File: src/pvt_pkg.sv
// Shared constants for the parallel video source (host side) design.
// Assumes a 200 MHz system clock and a pixel clock made by division of it.
package pvt_pkg;
    localparam int unsigned CLK_MHZ          = 200;
    localparam real         RESET_LOW_US     = 1.25;
    localparam int unsigned RESET_LOW_CYC    =
        int'($ceil(RESET_LOW_US * CLK_MHZ));
    localparam int unsigned VSYNC_LINES_MIN  = 1;
    localparam int unsigned VBP_LINES_MIN    = 2;
    localparam int unsigned VFP_LINES_MIN    = 1;
    localparam int unsigned TVB_BASE         = 6;
    localparam int unsigned TVB_SCALE        = 8;
    localparam int unsigned HSW_MIN          = 4;
    localparam int unsigned HSW_MAX          = 128;
    localparam int unsigned HBP_MIN          = 4;
    localparam int unsigned HFP_MIN          = 8;
    localparam int unsigned THB_SCALE        = 1000;
    localparam int unsigned PIX_W            = 24;
    localparam int unsigned CNT_W            = 16;
    localparam logic [PIX_W-1:0] PIX_RESET   = 24'h00_0000;
endpackage : pvt_pkg

File: src/pvt_video_source.sv
// Behaviour
// - Frame sync high at least one line
// - Back porch at least two lines
// - Front porch at least one line
// - Vertical blanking six plus eight times ratio
// - Line sync width four to 128 clocks
// - Four clocks line sync to strobe
// - Eight clocks strobe end to sync
// - Horizontal blanking from clock and line rate; code checks only back plus front porch minimum (12 clocks)
// - Too little blanking flags configuration invalid
// - Capture edge selectable, data launched opposite
// - Reset held low at least 1.25 us
//
// Parallel video source that drives the display controller's pixel port.
// Assumes a pixel clock made here by dividing clk; timing fields are
// static inputs, changed only while run is low.
`timescale 1ns/1ps
module pvt_video_source
    import pvt_pkg::*;
#(
    parameter int unsigned PCLK_DIV = 2,
    parameter int unsigned RST_CYC  = RESET_LOW_CYC
)
(
    // Clock and reset
    input  wire logic             clk,
    input  wire logic             rst,
    // Control
    input  wire logic             run,
    input  wire logic             resetReq,
    input  wire logic             captureFalling,
    input  wire logic [CNT_W-1:0] activePixelsPerLine,
    input  wire logic [CNT_W-1:0] totalPixelsPerLine,
    input  wire logic [CNT_W-1:0] hsyncWidth,
    input  wire logic [CNT_W-1:0] hBackPorch,
    input  wire logic [CNT_W-1:0] sourceActiveLines,
    input  wire logic [CNT_W-1:0] arrayUsedLines,
    input  wire logic [CNT_W-1:0] vsyncLines,
    input  wire logic [CNT_W-1:0] vBackPorch,
    input  wire logic [CNT_W-1:0] vFrontPorch,
    input  wire logic [PIX_W-1:0] pixelSeed,
    // Status
    output logic                  configBad_q,
    output logic                  frameDone_q,
    output logic [CNT_W-1:0]      pixelsSent_q,
    // Device pins
    output logic                  extResetLow_q,
    output logic                  pixelClock_q,
    output logic                  frameSync_q,
    output logic                  lineSync_q,
    output logic                  activePixelStrobe_q,
    output logic [PIX_W-1:0]      pixelBus_q
);
    typedef enum logic [1:0] {PVT_IDLE, PVT_RUN} pvt_state_e;

    // Configuration check, run on clk
    logic [CNT_W-1:0] hBlank;
    logic [CNT_W-1:0] hFront;
    logic [CNT_W+3:0] vBlankMin;
    logic [CNT_W:0]   vBlank;
    logic             cfgBad;

    always_comb
    begin
        hBlank = totalPixelsPerLine - activePixelsPerLine;
        hFront = hBlank - hBackPorch;
        vBlank = {1'b0, vBackPorch} + {1'b0, vFrontPorch};
        // Ratio max(1, src/array), rounded up so blanking never short
        if (arrayUsedLines == '0 || sourceActiveLines <= arrayUsedLines)
            vBlankMin = (CNT_W+4)'(TVB_BASE + TVB_SCALE);
        else
            vBlankMin = (CNT_W+4)'(TVB_BASE) + (CNT_W+4)'(TVB_SCALE) *
                (CNT_W+4)'((sourceActiveLines + arrayUsedLines - 1'b1)
                / arrayUsedLines);
        cfgBad = (totalPixelsPerLine <= activePixelsPerLine)
            || (hBlank < CNT_W'(HBP_MIN + HFP_MIN))
            || (hsyncWidth < CNT_W'(HSW_MIN))
            || (hsyncWidth > CNT_W'(HSW_MAX))
            || (hBackPorch < CNT_W'(HBP_MIN))
            || (hBackPorch < hsyncWidth)
            || (hFront < CNT_W'(HFP_MIN))
            || (vsyncLines < CNT_W'(VSYNC_LINES_MIN))
            || (vBackPorch < CNT_W'(VBP_LINES_MIN))
            || (vBackPorch < vsyncLines)
            || (vFrontPorch < CNT_W'(VFP_LINES_MIN))
            || ({3'b000, vBlank} < vBlankMin)
            || (sourceActiveLines == '0);
    end

    always_ff @(posedge clk)
    begin
        if (rst)
            configBad_q <= 1'b0;
        else
            configBad_q <= cfgBad;
    end

    // Device reset pulse
    logic resetBusy;
    pvt_reset_gen #(.LOW_CYC(RST_CYC)) uResetGen (
        .clk           (clk),
        .rst           (rst),
        .start         (resetReq),
        .extResetLow_q (extResetLow_q),
        .busy_q        (resetBusy)
    );

    // Pixel clock from divider; no second domain on this end
    logic [7:0] divCnt_q;
    logic       pixTick;
    assign pixTick = (divCnt_q == 8'(PCLK_DIV - 1));

    always_ff @(posedge clk)
    begin
        if (rst || pixTick)
            divCnt_q <= 8'h00;
        else
            divCnt_q <= divCnt_q + 8'h01;
    end

    // Half-period toggles; launch on the edge opposite the capture edge
    logic launch;
    logic halfTick;
    assign halfTick = (divCnt_q == 8'(PCLK_DIV/2 - 1));
    always_ff @(posedge clk)
    begin
        if (rst)
            pixelClock_q <= 1'b0;
        else if (pixTick || halfTick)
            pixelClock_q <= ~pixelClock_q;
    end
    // Either toggle may launch: the one that leaves the capture level
    assign launch = (pixTick || halfTick) &&
        (captureFalling ? !pixelClock_q : pixelClock_q);

    // Raster state
    pvt_state_e       state_q;
    logic [CNT_W-1:0] hCnt_q;
    logic [CNT_W-1:0] vCnt_q;
    logic [CNT_W-1:0] vTotal;
    logic             lineEnd;
    logic             frameEnd;
    logic             vActive;
    logic             hActive;

    assign vTotal   = vBackPorch + sourceActiveLines + vFrontPorch;
    assign lineEnd  = (hCnt_q == totalPixelsPerLine - 1'b1);
    assign frameEnd = lineEnd && (vCnt_q == vTotal - 1'b1);
    // Line 0 starts with frame sync; active lines follow the back porch
    assign vActive  = (vCnt_q >= vBackPorch) &&
        (vCnt_q < vBackPorch + sourceActiveLines);
    assign hActive  = (hCnt_q >= hBackPorch) &&
        (hCnt_q < hBackPorch + activePixelsPerLine);

    always_ff @(posedge clk)
    begin
        if (rst)
            state_q <= PVT_IDLE;
        else
        begin
            case (state_q)
                PVT_IDLE:
                    // Config frozen across a frame; bad timing never leaves
                    if (run && !cfgBad && !resetBusy && launch)
                        state_q <= PVT_RUN;
                PVT_RUN:
                    if (launch && frameEnd && (!run || cfgBad))
                        state_q <= PVT_IDLE;
                default:
                    state_q <= PVT_IDLE;
            endcase
        end
    end

    always_ff @(posedge clk)
    begin
        if (rst || state_q != PVT_RUN)
        begin
            hCnt_q <= '0;
            vCnt_q <= '0;
        end
        else if (launch)
        begin
            hCnt_q <= lineEnd ? '0 : hCnt_q + 1'b1;
            if (frameEnd)
                vCnt_q <= '0;
            else if (lineEnd)
                vCnt_q <= vCnt_q + 1'b1;
        end
    end

    // Pin drivers, updated only on the launch edge
    logic running;
    assign running = (state_q == PVT_RUN);

    always_ff @(posedge clk)
    begin
        if (rst)
        begin
            frameSync_q         <= 1'b0;
            lineSync_q          <= 1'b0;
            activePixelStrobe_q <= 1'b0;
            pixelBus_q          <= PIX_RESET;
        end
        else if (launch)
        begin
            frameSync_q <= running && (vCnt_q < vsyncLines);
            lineSync_q  <= running && (hCnt_q < hsyncWidth);
            activePixelStrobe_q <= running && vActive && hActive;
            // Bus held at rest outside active pixels
            pixelBus_q  <= (running && vActive && hActive)
                ? pixelSeed + PIX_W'(hCnt_q - hBackPorch) : PIX_RESET;
        end
    end

    // Count pixels of the current line the device will accept
    always_ff @(posedge clk)
    begin
        if (rst)
        begin
            pixelsSent_q <= '0;
            frameDone_q  <= 1'b0;
        end
        else
        begin
            frameDone_q <= launch && running && frameEnd;
            if (launch && lineSync_q == 1'b0 && hCnt_q == '0)
                pixelsSent_q <= '0;
            else if (launch && activePixelStrobe_q)
                pixelsSent_q <= pixelsSent_q + 1'b1;
        end
    end

    // Checks on the generated raster, counted in launch edges
    logic [CNT_W-1:0] hsRun_q;
    logic [CNT_W-1:0] sinceHs_q;
    logic [CNT_W-1:0] sinceDe_q;
    always_ff @(posedge clk)
    begin
        if (rst)
        begin
            hsRun_q   <= '0;
            sinceHs_q <= '0;
            sinceDe_q <= '1;
        end
        else if (launch)
        begin
            hsRun_q   <= lineSync_q ? hsRun_q + 1'b1 : '0;
            sinceHs_q <= (lineSync_q && hsRun_q == '0) ? 16'h0001
                : sinceHs_q + 1'b1;
            // Saturates so a long idle never wraps into a false edge
            if (activePixelStrobe_q)
                sinceDe_q <= '0;
            else if (sinceDe_q != '1)
                sinceDe_q <= sinceDe_q + 1'b1;
        end
    end

    // Vertical checks, counted in line sync leading edges
    logic             lsRise;
    logic             fsRise;
    logic             fsFall;
    logic             deRise;
    logic             fsPrev_q;
    logic             activeSeen_q;
    logic             prevActive_q;
    logic [CNT_W-1:0] linesSinceFs_q;
    logic [CNT_W-1:0] linesSinceDe_q;
    assign lsRise = launch && lineSync_q && hsRun_q == '0;
    assign fsRise = launch && frameSync_q && !fsPrev_q;
    assign fsFall = launch && !frameSync_q && fsPrev_q;
    assign deRise = launch && activePixelStrobe_q && sinceDe_q != '0;

    always_ff @(posedge clk)
    begin
        if (rst)
        begin
            fsPrev_q     <= 1'b0;
            activeSeen_q <= 1'b0;
            prevActive_q <= 1'b0;
        end
        else if (launch)
        begin
            fsPrev_q <= frameSync_q;
            if (fsRise)
            begin
                activeSeen_q <= 1'b0;
                prevActive_q <= activeSeen_q;
            end
            else if (deRise)
                activeSeen_q <= 1'b1;
        end
    end

    // Line 0 counts on the launch that raises frame sync
    always_ff @(posedge clk)
    begin
        if (rst)
        begin
            linesSinceFs_q <= '0;
            linesSinceDe_q <= '0;
        end
        else
        begin
            if (fsRise)
                linesSinceFs_q <= lsRise ? 16'h0001 : 16'h0000;
            else if (lsRise)
                linesSinceFs_q <= linesSinceFs_q + 1'b1;
            if (deRise)
                linesSinceDe_q <= '0;
            else if (lsRise)
                linesSinceDe_q <= linesSinceDe_q + 1'b1;
        end
    end
endmodule : pvt_video_source

File: src/pvt_reset_gen.sv
// Active-low reset pulse generator for the display controller.
// Assumes a start pulse from logic on clk; holds the pin low long enough.
`timescale 1ns/1ps
module pvt_reset_gen
    import pvt_pkg::*;
#(
    parameter int unsigned LOW_CYC = RESET_LOW_CYC
)
(
    // Clock and reset
    input  wire logic clk,
    input  wire logic rst,
    // Control
    input  wire logic start,
    output logic      extResetLow_q,
    output logic      busy_q
);
    logic [CNT_W-1:0] cnt_q;

    always_ff @(posedge clk)
    begin
        if (rst)
        begin
            cnt_q         <= '0;
            extResetLow_q <= 1'b0;
            busy_q        <= 1'b1;
        end
        else if (start && !busy_q)
        begin
            cnt_q         <= '0;
            extResetLow_q <= 1'b0;
            busy_q        <= 1'b1;
        end
        else if (busy_q)
        begin
            if (cnt_q == CNT_W'(LOW_CYC - 1))
            begin
                extResetLow_q <= 1'b1;
                busy_q        <= 1'b0;
            end
            else
            begin
                cnt_q <= cnt_q + 1'b1;
            end
        end
    end

    logic [CNT_W-1:0] lowRun_q;
    always_ff @(posedge clk)
    begin
        if (rst || extResetLow_q)
            lowRun_q <= '0;
        else
            lowRun_q <= lowRun_q + 1'b1;
    end
endmodule : pvt_reset_gen

File: config.mk
export PLATFORM = sky130hd
export DESIGN_NAME = pvt_video_source
export DESIGN_NICKNAME = d
export VERILOG_FILES = /design/src/pvt_pkg.sv /design/src/pvt_video_source.sv /design/src/pvt_reset_gen.sv
export SDC_FILE = /design/constraint.sdc
export NUM_CORES = 1
export LEC_CHECK = 0
export ABC_AREA = 0
export ABC_CLOCK_PERIOD_IN_PS = 66900
export BUFFER_PORTS_ARGS = -buffer_cell sky130_fd_sc_hd__buf_2
export CORE_MARGIN = 2
export CORE_UTILIZATION = 56
export CTS_BUF_LIST = sky130_fd_sc_hd__clkbuf_16
export CTS_CLUSTER_SIZE = 28
export DETAILED_ROUTE_END_ITERATION = 6
export GPL_ROUTABILITY_DRIVEN = 1
export HOLD_SLACK_MARGIN = 0.05
export PLACE_DENSITY = 0.76
export SETUP_SLACK_MARGIN = 0.4
export SLEW_MARGIN = 25
export SYNTH_ARGS = -nofsm -noshare
export SYNTH_HDL_FRONTEND = slang
export SYNTH_SLANG_ARGS = --single-unit
export TNS_END_PERCENT = 5
File: constraint.sdc
create_clock -name clk -period 66.9 [get_ports clk]
set_input_delay 10.035 -clock clk [delete_from_list [all_inputs] [get_ports clk]]
set_output_delay 10.035 -clock clk [all_outputs]
set_load 0.01 [all_outputs]
==> metrics.yaml, run 1 <==
setup_path:
  cp_slowest_stage_delay_ps: 770
  cp_slowest_cell: "o311ai_1"
  cp.arrival_ps: 59540
  crit_type: "in -> reg"
  cp_max_fo: 23
  path_common_cell: "ha_1"
  required_ps: 67120
  cp-start-kind: "primary input"
  end_kind: "register"
sta:
  rsz0062_at_grt: "false"
  finalHoldViolations: 0
  fin_skew_ps: 8.63
  fin_crit_ps: 59320
  slew_violations: 0
  tightest_slew_ps: 873
  finalSetupViolCount: 0
  setup-tns-final_ps: 0
  fmax_ghz: 0.0169
  period_share: 0.887
  slew_headroom: 0.414
die:
  fp.dieH_um: 217
  die-area_mm2: 0.0470
  rows: 77
  core_mm2: 0.0445
  die_w_um: 217
  start_util: 0.570
  boundaryPins: 220
clocking:
  post_cts_resized: 0
  numCtsBuffers: 9
  insertion_delay_ps: 380
  root_buffer: "clkbuf_16"
  holdBufCountCts: 0
  cts_tree: "built"
  clkTransAtPathRegs_ps: 80
  cts_sinks: 105
  postCtsSetupRepairBufs: 0
  cts_max_level: 3
  cts_max_path_buffers: 2
routing:
  dr.pass1.iters: 6
  route.detailed.drc: 0
  routed_wl_um: 75800
  via_count: 25600
  wl_per_cell_um: 17.9
  first_iter_violations: 1903
  via_per_inst: 6.07
  drtAntennaViolNets: 0
logic_synthesis:
  synth_area_mm2: 0.0254
  ys_warn_count: 0
  synth-seq-cells: 105
  syn_nets: 4120
  synthArstFlopShare: 0
  yosys_most_used_dff: "dfxtp_1"
  synth_cells: 3418
  synth.distinct_cells: 97
  synth-edff-count: 0
  synth_area_per_cell_um2: 7.42
  synth-seq-area-share: 0.0829
layout:
  final_cells: 4228
  utilization: 0.619
  area_growth_pct: 8.59
  nets: 4321
  fillers: 4225
  drive_gt1_frac: 0.109
grt:
  global_route.usage.met1: 0.408
  antenna_found_initial: 16
  grt_busiest_layer: "met2"
  grt-ovfl-total: 0
  grt_first_pass_wirelength_um: 121000
  grt_pass1_vias: 24000
  track_usage: 0.316
  grt_max_degree: 34
  grt_use_met3: 0.0391
  grt_use_met2: 0.534
power:
  peakVddDrop_uv: 74.3
  p_per_area_mw_per_mm2: 40.2
  p_leak_nw: 13.7
run_status:
  status: "completed"
min_path:
  min_path_type: "reg -> reg"
placed_design:
  gp_congestion: 0.983
  place_hpwl_um: 62500
  io_buffers: 219
  placed_cells: 4200
job:
  cap_violations: 0
cell type report:
type / count / area [um2] / share of cell area
multi-input cells: 2935 / 21800 / 0.793
flip-flops and latches: 105 / 2100 / 0.0763
repair buffers: 249 / 1320 / 0.0480
inverters: 319 / 1200 / 0.0435
well taps: 592 / 741 / 0.0269
clock buffers: 9 / 225 / 0.00818
clock inverters: 7 / 86.3 / 0.00313
diodes: 12 / 30.0 / 0.00109
cells in the mapped netlist (28+ instances only):
cell type | n | area, um2
inv_1 | 319 | 1200
dfxtp_1 | 105 | 2100
xor2_1 | 123 | 1080
nor2b_1 | 42 | 263
and2_1 | 32 | 200
a211oi_1 | 31 | 233
o21ai_0 | 151 | 756
a21o_1 | 115 | 863
clkbuf_1 | 46 | 173
a21oi_1 | 223 | 1120
nor2_1 | 345 | 1290
or3_1 | 31 | 194
nand2b_1 | 36 | 225
nor4_1 | 43 | 269
nand4_1 | 48 | 300
ha_1 | 521 | 6520
nand3_1 | 89 | 445
and3_1 | 34 | 213
xnor2_1 | 166 | 1450
o21bai_1 | 44 | 330
or2_2 | 28 | 175
a21boi_0 | 31 | 233
o21a_1 | 91 | 683
mux2_2 | 46 | 518
a31oi_1 | 40 | 250
nor3_1 | 103 | 515
nand2_1 | 223 | 837
cell families after synthesis:
kind of cell               count (synthesis)  synth area share
adders and majority gates                531             0.264
xor gates and xnor gates                 289            0.0998
muxes                                     78            0.0354
and+or+nand+nor                         1112             0.215
buffers and inverters                    378            0.0573
AOI/OAI and AO/OA                        925             0.246
DFF                                      105            0.0829
metrics by stage:
| stage | setup WS (ps) | power [mW] | instance area [um2] | hold WS [ps] |
|---|---|---|---|---|
| after global placement | 9020 | 1.03 | 27200 | 442 |
| after global routing | 3380 | 1.23 | 27500 | 501 |
| after detailed placement | 7620 | 1.04 | 27200 | 452 |
| after floorplan | 13110 | 0.873 | 25400 | 464 |
| final | 7580 | 1.11 | 27500 | 466 |
| after CTS | 7860 | 1.10 | 27500 | 467 |
where the power goes:
part           switching [mW]  internal (mW)  total [mW]  leakage (nW)
combinational           0.523          0.467       0.990          12.7
sequential           0.000687         0.0631      0.0638         0.847
clock                  0.0277         0.0267      0.0544         0.150
cells in the final DEF (no fill, tap or decap), types with 32 or more instances in the layout:
cell	synthesis	routed
ha_1	521	521
nor2_1	345	345
inv_1	319	319
nand2_1	223	223
a21oi_1	223	222
buf_2	6	219
xnor2_1	166	166
o21ai_0	151	151
xor2_1	123	123
a21o_1	115	115
dfxtp_1	105	105
nor3_1	103	103
o21a_1	91	91
nand3_1	89	89
nand4_1	48	48
mux2_2	46	46
o21bai_1	44	44
nor4_1	43	42
nor2b_1	42	42
a31oi_1	40	40
nand2b_1	36	36
and3_1	34	34
and2_1	32	32
flip-flops by register name, summed over array words and instances, names as in the netlist, 8 cells and up:
| name | cells |
|---|---|
| uResetGen.cnt_q | 16 |
| hCnt_q | 16 |
| divCnt_q | 8 |
| pixelBus_q | 24 |
| vCnt_q | 16 |
| pixelsSent_q | 16 |
path summary, 6_finish.rpt:
kind | slack (ps) | endpoint | cells past startpoint | from
max | 7580 | state_q[0] | 203 | arrayUsedLines[2]
min | 470 | frameSync_q | 2 | frameSync_q
max reg2reg | 61590 | pixelBus_q[23] | 24 | hCnt_q[0]
min reg2reg | 470 | frameSync_q | 2 | frameSync_q
layer usage:
layer	up-vias	share of wire
met5	-	0.00045
met2	890	0.45
met1	11700	0.43
li1	12800	-
met3	188	0.072
met4	6	0.042
worst max-delay path, delay by kind of cell:
family,cells,cell delay (ps)
adders and majority gates,23,6940
and+or+nand+nor,40,9210
buffers and inverters,11,1660
AOI/OAI and AO/OA,123,29510
muxes,6,2040
Power figures use the tool's default switching activity.
==> run 2, diff against run 1 <==
Settings changed: REMOVE_ABC_BUFFERS set to 1.
==> run 2 against run 1 <==
  * Non-clock buffer count down 2
  * Sequential share of layout area barely moved
  * Cell area down 0.20%
  * Combinational power barely moved
==> metrics.yaml, run 2 (synthesis gave the netlist of run 1 again) <==
layout:
  drive_gt1_frac: 0.108  # was 0.109
  final_common_cell: "ha_1"  # unchanged
  area_growth_pct: 8.37  # was 8.59%
  layout_common_cells: "ha_1, nor2_1, inv_1, nand2_1, a21oi_1"  # unchanged
  nets: 4319  # was 4321
  largest_reg_flops: 24  # unchanged
  final_cells: 4221  # was 4228
  largest-register: "pixelBus_q"  # unchanged
grt:
  grt-ovfl-total: 0  # unchanged
  grt_max_degree: 34  # unchanged
  antenna_found_initial: 9  # was 16
  grt_first_pass_wirelength_um: 120000  # was 121000 um
  grt_pass1_vias: 23700  # was 24000
  track_usage: 0.313  # was 0.316
die:
  rows: 77  # unchanged
  die-area_mm2: 0.0470  # unchanged
  die_w_um: 217  # unchanged
  start_util: 0.570  # unchanged
  boundaryPins: 220  # unchanged
  core_mm2: 0.0445  # unchanged
  fp.dieH_um: 217  # unchanged
sta:
  finalHoldViolations: 0  # unchanged
  fin_skew_ps: 12.8  # was 8.63 ps
  finalSetupViolCount: 0  # unchanged
  fin_crit_ps: 59270  # was 59320 ps
  fmax_ghz: 0.0169  # about the same
  slew_violations: 0  # unchanged
  tightest_slew_ps: 1010  # was 873 ps
  slew_headroom: 0.321  # was 0.414
  period_share: 0.886  # was 0.887
  setup-tns-final_ps: 0  # unchanged
  rsz0062_at_grt: "false"  # unchanged
routing:
  dr.pass1.iters: 5  # was 6
  via_per_inst: 6.02  # was 6.07
  drtAntennaViolNets: 0  # unchanged
  route.detailed.drc: 0  # unchanged
  wl_per_cell_um: 17.8  # was 17.9 um
  routed_wl_um: 75100  # was 75800 um
  first_iter_violations: 1882  # was 1903
  via_count: 25400  # was 25600
setup_path:
  cp_max_fo: 23  # unchanged
  cp_slowest_stage_delay_ps: 840  # was 770 ps
  rr_endpoint: "pixelBus_q[23]"  # unchanged
  rr_worst_depth: 24  # unchanged
  cp-start-kind: "primary input"  # unchanged
  r2r-start: "hCnt_q[0]"  # unchanged
  path_common_cell: "ha_1"  # unchanged
  end_kind: "register"  # unchanged
  cp.arrival_ps: 59480  # was 59540 ps
  crit_type: "in -> reg"  # unchanged
  required_ps: 67110  # was 67120 ps
  rrSetupSlack_ps: 61550  # was 61590 ps
  cp_slowest_cell: "a2111oi_0"  # was o311ai_1
power:
  sw_frac_of_total: 0.498  # about the same
  p_clk_frac: 0.049  # about the same
  pwr-share-comb: 0.893  # about the same
  total_power_mw: 1.11  # about the same
  intPower_uw: 556  # about the same
  p_per_area_mw_per_mm2: 40.3  # was 40.2 mW/mm2
  p_leak_nw: 13.7  # about the same
  p_switching_uw: 552  # was 551 uW
  p_seq_frac: 0.058  # about the same
  peakVddDrop_uv: 69.3  # was 74.3 uV
clocking:
  cts_max_path_buffers: 2  # unchanged
  post_cts_resized: 0  # unchanged
  root_buffer: "clkbuf_16"  # unchanged
  clkTransAtPathRegs_ps: 80  # about the same
  cts_tree: "built"  # unchanged
  holdBufCountCts: 0  # unchanged
  postCtsSetupRepairBufs: 0  # unchanged
  cts_max_level: 3  # unchanged
  insertion_delay_ps: 370  # was 380 ps
  cts_sinks: 105  # unchanged
  numCtsBuffers: 9  # unchanged
job:
  cap_violations: 0  # unchanged
placed_design:
  placed_cells: 4198  # was 4200
  gp_congestion: 0.974  # was 0.983
  place_hpwl_um: 61700  # was 62500 um
  io_buffers: 219  # unchanged
min_path:
  hold_start: "pixelBus_q[21]"  # was frameSync_q
  min_to: "pixelBus_q[21]"  # was frameSync_q
  min_path_type: "reg -> reg"  # unchanged
  whs_path_depth: 2  # unchanged
run_status:
  status: "completed"  # unchanged
[run 2: cell count changes in the layout (fill, tap and decap cells not counted), moves of 2 or more]
cell	before	now
buf_4	30	28
clkinv_4	2	0
clkinv_8	3	1
clkinvlp_4	0	2
diode_2	12	7
[run 2: area by class of cell]
class / count / area (um2)
multi-input combinational: 2935 / 21800
fill: 4193 / 17000
sequential: 105 / 2100
timing repair buffer: 247 / 1310
inverter: 319 / 1200
tap: 592 / 741
clock buffer: 9 / 225
clock inverter: 7 / 66.3
antenna: 7 / 17.5
[run 2: worst max-delay path, delay by kind of cell]
| family | cells | cell delay [ps] |
|---|---|---|
| AOI/OAI and AO/OA | 122 | 29050 |
| adders and majority gates | 23 | 7000 |
| buffers and inverters | 9 | 1400 |
| and+or+nand+nor | 40 | 9440 |
| muxes | 7 | 2420 |
[run 2: power by group through the flow]
| stage | combinational [mW] | clock (mW) | sequential, mW |
|---|---|---|---|
| floorplan | 0.793 | 0 | 0.0653 |
| global placement | 0.959 | 0 | 0.0653 |
| detailed placement | 0.972 | 0 | 0.0653 |
| CTS | 0.978 | 0.0552 | 0.0638 |
| global route | 1.11 | 0.0578 | 0.0639 |
| finish | 0.990 | 0.0548 | 0.0638 |
[run 2: worst max path at each step]
stage                         startpoint          to  slack (ps)
finish                 arrayUsedLines[2]  state_q[0]        7630
global route        sourceActiveLines[1]  state_q[0]        3300
CTS                 sourceActiveLines[1]  state_q[0]        8120
detailed placement  sourceActiveLines[1]  state_q[0]        7900
global placement       arrayUsedLines[2]  state_q[0]        9370
floorplan              arrayUsedLines[1]  state_q[0]       12110
[run 2: per-layer routing]
layer	GRT usage	wire [um]	up-vias
met5	0	42	-
met4	0.125	2860	6
met3	0.0368	4870	159
met2	0.529	33900	834
met1	0.405	33400	11600
li1	-	-	12800
[run 2: metrics by stage]
step	setup WS [ps]	utilization	cell area [um2]	hold slack, ps
floorplan	12110	-	25100	464
global placement	9370	0.610	27200	440
detailed placement	7900	0.610	27200	447
CTS	8120	0.617	27500	468
global route	3300	0.618	27500	495
finish	7630	0.618	27500	464
